$ cat config.mk
export PLATFORM = sky130hd
export DESIGN_NAME = cic_core
export DESIGN_NICKNAME = d
export VERILOG_FILES = /design/src/logic/cic_pkg.sv /design/src/logic/cic_core.sv
export SDC_FILE = /design/constraint.sdc
export NUM_CORES = 1
export LEC_CHECK = 0
export ABC_AREA = 1
export BUFFER_PORTS_ARGS = -buffer_cell sky130_fd_sc_hd__buf_2
export CORE_MARGIN = 10
export CORE_UTILIZATION = 50
export DETAILED_ROUTE_END_ITERATION = 16
export GPL_TIMING_DRIVEN = 0
export PLACE_DENSITY = 0.87
export SLEW_MARGIN = 20
export SYNTH_ARGS = -nofsm -noshare
export SYNTH_HDL_FRONTEND = slang
export SYNTH_SLANG_ARGS = --single-unit
$ cat constraint.sdc
create_clock -name sys_clk -period 3 [get_ports sys_clk]
set_input_delay 0.3 -clock sys_clk [delete_from_list [all_inputs] [get_ports sys_clk]]
set_output_delay 0.3 -clock sys_clk [all_outputs]
set_load 0.02 [all_outputs]
$ cat src/logic/cic_pkg.sv
// Purpose: constants for the core interrupt control register block
// Assumes: avalon-mm slave, byte addresses, 32-bit data, 8-bit registers
// Notes: bit positions follow the control register layout
package cic_pkg;
	// ------------------------------------------------------------
	// register offsets (byte addresses)
	// ------------------------------------------------------------
	localparam logic [3:0] ADDR_CTRL = 4'h0;
	localparam logic [3:0] ADDR_IRQ_STATUS = 4'h4;
	localparam logic [3:0] ADDR_IRQ_MASK = 4'h8;
	localparam int ADDR_W = 4;
	localparam int DATA_W = 32;
	localparam int REG_W = 8;
	// ------------------------------------------------------------
	// control register bit positions
	// ------------------------------------------------------------
	localparam int BIT_GLOBAL_EN = 7;
	localparam int BIT_PERIPH_EN = 6;
	localparam int BIT_T0IE = 5;
	localparam int BIT_EXIE = 4;
	localparam int BIT_PCIE = 3;
	localparam int BIT_T0IF = 2;
	localparam int BIT_EXIF = 1;
	localparam int BIT_PCIF = 0;
	localparam logic [6:0] CTRL_RESET_HI = 7'h00;
	// ------------------------------------------------------------
	// status and mask register bit positions
	// ------------------------------------------------------------
	localparam int EV_W = 3;
	localparam int EV_TMR = 0;
	localparam int EV_EXT = 1;
	localparam int EV_PORT = 2;
	localparam int PORT_W = 4;
endpackage : cic_pkg

$ cat src/logic/cic_core.sv
// Purpose: core interrupt control register with avalon-mm access
// Assumes: single clock, async active-high reset, pins are asynchronous
// Notes: flag bits set by hardware win over a software clear
//
// Local design decisions: the address map and register access over Avalon-MM.
`timescale 1ns/1ps
module cic_core
	import cic_pkg::*;
#(
	parameter int NUM_PERIPH = 4,
	parameter logic PORT_FLAG_RESET = 1'b0
)
(
	input wire logic sys_clk,
	input wire logic reset,
	input wire logic [ADDR_W-1:0] address,
	input wire logic read,
	input wire logic write,
	input wire logic [DATA_W-1:0] writedata,
	output logic [DATA_W-1:0] readdata,
	output logic waitrequest,
	input wire logic timer_zero_overflow,
	input wire logic external_irq_pin,
	input wire logic [PORT_W-1:0] upper_port_pins,
	input wire logic [NUM_PERIPH-1:0] periph_irq_pending,
	output logic core_irq_req,
	output logic irq
);
	// ------------------------------------------------------------
	// state
	// ------------------------------------------------------------
	typedef struct packed {
		logic [REG_W-1:0] ctrl;
		logic ack;
		logic [REG_W-1:0] rdata;
		logic rd_status;
		logic [EV_W-1:0] ist;
		logic [EV_W-1:0] imask;
		logic ext_s1;
		logic ext_s2;
		logic ext_d;
		logic [PORT_W-1:0] port_s1;
		logic [PORT_W-1:0] port_s2;
		logic [PORT_W-1:0] port_d;
	} cic_state_t;

	cic_state_t state_reg;
	cic_state_t state_next;
	logic ev_tmr;
	logic ev_ext;
	logic ev_port;
	logic req;
	logic take;
	logic periph_ok;
	logic src_ok;

	// ------------------------------------------------------------
	// events and request
	// ------------------------------------------------------------
	assign ev_tmr = timer_zero_overflow;
	assign ev_ext = state_reg.ext_s2 & ~state_reg.ext_d;
	assign ev_port = state_reg.port_s2 != state_reg.port_d;
	assign req = read | write;
	assign take = req & state_reg.ack;
	assign periph_ok = state_reg.ctrl[BIT_PERIPH_EN] & (|periph_irq_pending);
	assign src_ok = (state_reg.ctrl[BIT_T0IE] & state_reg.ctrl[BIT_T0IF])
		| (state_reg.ctrl[BIT_EXIE] & state_reg.ctrl[BIT_EXIF])
		| (state_reg.ctrl[BIT_PCIE] & state_reg.ctrl[BIT_PCIF]);
	assign core_irq_req = state_reg.ctrl[BIT_GLOBAL_EN] & (src_ok | periph_ok);
	assign irq = |(state_reg.ist & state_reg.imask);
	assign waitrequest = req & ~state_reg.ack;
	assign readdata = {{(DATA_W-REG_W){1'b0}}, state_reg.rdata};

	// ------------------------------------------------------------
	// next state
	// ------------------------------------------------------------
	always_comb
	begin
		logic [REG_W-1:0] rd;
		rd = '0;
		state_next = state_reg;
		state_next.ext_s1 = external_irq_pin;
		state_next.ext_s2 = state_reg.ext_s1;
		state_next.ext_d = state_reg.ext_s2;
		state_next.port_s1 = upper_port_pins;
		state_next.port_s2 = state_reg.port_s1;
		state_next.port_d = state_reg.port_s2;
		state_next.ack = req & ~state_reg.ack;
		unique case (address)
			ADDR_CTRL: rd = state_reg.ctrl;
			ADDR_IRQ_STATUS: rd = {{(REG_W-EV_W){1'b0}}, state_reg.ist};
			ADDR_IRQ_MASK: rd = {{(REG_W-EV_W){1'b0}}, state_reg.imask};
			default: rd = '0;
		endcase
		if (read & ~state_reg.ack)
		begin
			state_next.rdata = rd;
			state_next.rd_status = address == ADDR_IRQ_STATUS;
		end
		if (take & write)
		begin
			if (address == ADDR_CTRL)
				state_next.ctrl = writedata[REG_W-1:0];
			if (address == ADDR_IRQ_MASK)
				state_next.imask = writedata[EV_W-1:0];
		end
		if (take & read & state_reg.rd_status)
			state_next.ist = state_reg.ist & ~state_reg.rdata[EV_W-1:0];
		// set wins over any clear
		state_next.ctrl[BIT_T0IF] = state_next.ctrl[BIT_T0IF] | ev_tmr;
		state_next.ctrl[BIT_EXIF] = state_next.ctrl[BIT_EXIF] | ev_ext;
		state_next.ctrl[BIT_PCIF] = state_next.ctrl[BIT_PCIF] | ev_port;
		state_next.ist[EV_TMR] = state_next.ist[EV_TMR] | ev_tmr;
		state_next.ist[EV_EXT] = state_next.ist[EV_EXT] | ev_ext;
		state_next.ist[EV_PORT] = state_next.ist[EV_PORT] | ev_port;
	end

	always_ff @(posedge sys_clk or posedge reset)
	begin
		if (reset)
		begin
			state_reg <= '0;
			state_reg.ctrl <= {CTRL_RESET_HI, PORT_FLAG_RESET};
		end
		else
			state_reg <= state_next;
	end
endmodule : cic_core

---- Yosys cells after proc, flatten, opt, wreduce, memory -nomap -nowiden ----
Cells that the tools add are included.
storage, ports and cells
  bits in registers ....................... 39
  input port bits ......................... 50
operators by class
  equal/unequal tests ..................... 3
  mux-type cells .......................... 4
  bitwise operators ....................... 27
  reduce and logical (&&, ||, !) cells .... 5
operators with widths
  cell                number
  $pmux 8 s3          1
  $and 1x1->1         12
  $or 1x1->1          10
  $mux 3              3
  $and 3x3->3         2
  $eq 4x3->1 const B  1
  $eq 4x4->1 const B  1
  $logic_not 4->1     1
  $ne 4x4->1          1
  $reduce_and 2->1    2
  $reduce_or 4->1     1
  $not 3->3           1
  $reduce_or 3->1     1
  $not 1->1           2

---- Depth between registers and ports, before layout ----
  depth in word-level cells ............... 6
  gate-level depth with buffers ........... 7
  gate-level depth less buffers ........... 7

---- Worst setup path after synthesis ----
OpenSTA, ideal clock, no wires.
  path kind ............................... reg2out
  from .................................... reg state_reg[31] in the netlist's numbering
  to ...................................... out core_irq_req
  arrival ................................. 0.825 ns
  data required time ...................... 2.700 ns
  slack ................................... 1.875 ns
  stages on the path, launching flop included .. 5
  buffers on the path ..................... 0
  cells stage by stage .................... dfrtp_1 nand2_1 nand2_1 a21oi_1 a21oi_1
on the way
  cells in the longest elaborated chain, start to end .. 4
ends and longest elaborated chain
  item                    line             text
  start, declared         cic_core.sv:47   cic_state_t state_reg;
  start signal, assigned  cic_core.sv:126  state_reg <= state_next;
  $and 1x1->1             cic_core.sv:68   | (state_reg.ctrl[BIT_PCIE] & state_reg.ctrl[BIT_PCIF]);
  $or 1x1->1              cic_core.sv:68
  $or 1x1->1              cic_core.sv:69   assign core_irq_req = state_reg.ctrl[BIT_GLOBAL_EN] & (src_ok | periph_ok);
  $and 1x1->1             cic_core.sv:69
  end, declared           cic_core.sv:26   output logic core_irq_req,
No other way between the ends.

---- Worst setup path after layout ----
Same ends and word-level chain as after synthesis.

==> impl_results.md <==
* Most frequent cells in the layout: nand2_1, dfrtp_1, buf_2
* Net count of the finished layout at 326
* Status: finished clean
* Post-Syn Instances at approximately 210
* Vias in the first global route at 1,511
* Fraction of layout cells with a size suffix above 1 at 37.2%
* First-pass GRT wire length at 6570 microns
* Maxcap violations at 0
* Ys Warns at 0
* Crit Path Class: reg2out
* Post-CTS setup buffers at 0
* CTS tree: built
* Power density over the cells at 571 mW/mm^2
* I/O Buffers at 36
* Total CTS buffers at 5
* CP Capture Type: primary output
* IO Count at 85
* Final setup viols at 0
* Clock-pin slew on the worst setup and hold paths at approximately 0.07 ns
* Layout area overhead at 25.6%
* Hold slack at 0.114 ns
* Arr. time, crit path at 1.22 ns
* Placed Cells at 316
* Via Count at around 1,500
* Most common cell after layout, fill and taps aside: nand2_1
* Via-to-Cell Ratio at 4.53
* CTS Hold Buffers Added at 1
* Required @ worst endpoint at 2.70 ns
* Die height at 81.8 microns
* Hpwl dp at 3260 microns
* Clk_lat worst skew at 0.29 ns
* Inserted Diodes at 0
* Fin crit period at ~1.5 ns
* Initial Util at approximately 52%
* Footprint of the multi-input gates at between 600 and 700 sq um
* Skew final at 0.00854 ns
* Period utilization at 50.8%
* Die area at 0.00669 sq mm
* RSZ-0062 raised after global routing: no
* Final Hold Viols at 0
* Setup total negative slack at 0 ns
* CP Launch Type: flip-flop
* Max IR drop VDD at roughly 0.63 mV
* Count of different cell masters after synthesis at 22
* Worst-path fanout max at 3
* Filler-free cell count of the finished design at about 330
* Antenna violation net count after detailed routing at 0
* H-tree levels at 2
* DRC violations left at 0
* Routed length per instance at 12.6 microns
* Final slew viol count at 0
* Num rows at 22
* Peak Freq at 0.656 GHz
* LEAKAGE at 1.32 nW
* Die span in x at 81.8 microns
* CTS resizes at 0
* Largest net degree at the start of global routing at 28
* Overflow after GRT at 0
* GRT Resource Usage Total at ~13%
* Reg area at 976 sq um
* Fill count at 317
* RePlAce Congestion at ~0.81
* Mapped Area at 0.00191 sq mm
* Tightest Hold Check Type: in2reg
* Synth Register Bits at 39
* Core ar. at 0.00369 sq mm
* Initial DRC Count at 55
* CTS sink count at 39
* Antenna violations before repair at 0
* Seq/Total Area, Yosys at 51.1%
* Max FFs per register at 21
* Pre-antenna DRT Iters at 4
* PnR Total Power at 1.37 mW
* Post-Route WL at 4080 microns
* Syn avg cell area at 9.18 sq um
* Clk buf depth at 2
* CTS root buf: clkbuf_8
final timing paths:
path / cells past startpoint / slack, ns / startpoint / to
min in group asynchronous: 3 / 0.48 / reset / readdata[5]
worst min-delay path: 1 / 0.11 / upper_port_pins[3] / state_next[7]
max in group asynchronous: 4 / 2.10 / reset / readdata[7]
worst min register to register: 0 / 0.35 / state_next[4] / state_next[0]
worst max register to register: 4 / 1.80 / state_reg[30] / readdata[3]
worst max-delay path: 5 / 1.48 / state_reg[31] / core_irq_req
stage by stage:
stage	cell area [sq um]	worst slack [ns]	utilization, %
6_report	2400	1.48	65.0
5_1_grt	2400	1.41	65.0
4_1_cts	2400	1.47	65.0
3_5_place_dp	2260	1.79	61.2
3_3_place_gp	2240	1.36	60.6
2_1_floorplan	2000	1.81	-
cell type report:
cell class / count / area share (%)
Clock buffer: 6 / 3.03
Timing Repair Buffer: 38 / 8.76
Tap cell: 48 / 2.50
Clock inverter: 2 / 2.50
Sequential cell: 39 / 40.7
Inverter: 26 / 4.28
Multi-Input combinational cell: 131 / 26.7
Buffer: 35 / 11.5
power by group:
group / internal [mW] / switching, mW
Sequential: 0.574 / 0.0305
Clock: 0.332 / 0.178
Combinational: 0.101 / 0.153
Total: 1.01 / 0.362
critical path: stages, from the launching register on:
cell and delay, ns:
dfrtp_1 0.43, nand2_1 0.09, nand2_1 0.05, a21oi_1 0.12
a21oi_1 0.08, buf_2 0.16
cell families (layout without fill, tap and decap cells):
logic type | after synthesis | in the layout | synth area share, %
AO/OA/AOI/OAI | 18 | 18 | 6.36
buffers and inverters | 61 | 107 | 19.9
flip-flops | 39 | 39 | 51.1
other | 1 | 24 | 0.196
AND/OR/NAND/NOR | 89 | 89 | 22.5
synth_stat cells:
| cell | n | area [sq um] |
|---|---|---|
| dfrtp_1 | 39 | 976 |
| nor2_4 | 2 | 22.5 |
| nand3_1 | 15 | 75.1 |
| nand3_2 | 2 | 20.0 |
| buf_4 | 32 | 240 |
| nand2_2 | 9 | 56.3 |
| buf_6 | 1 | 11.3 |
| nand4_1 | 3 | 18.8 |
| o31ai_1 | 5 | 37.5 |
| nor2_2 | 2 | 12.5 |
| o21ai_2 | 5 | 43.8 |
| inv_2 | 1 | 3.75 |
| nand2_1 | 49 | 184 |
| clkinv_4 | 1 | 8.76 |
| inv_1 | 24 | 90.1 |
| nand3_4 | 1 | 17.5 |
| buf_2 | 1 | 5.00 |
| conb_1 | 1 | 3.75 |
| nor2_1 | 6 | 22.5 |
| buf_12 | 1 | 20.0 |
| a21oi_1 | 2 | 10.0 |
| o21ai_0 | 6 | 30.0 |
routing by layer:
layer	up-vias	GRT usage, %	part of all wire, %
met3	14	5.68	11
met4	0	5.61	2.2
met2	66	22.7	51
met5	-	0	0
li1	724	-	-
met1	667	12.4	35
No activity file was read; power rests on OpenSTA's default activity.
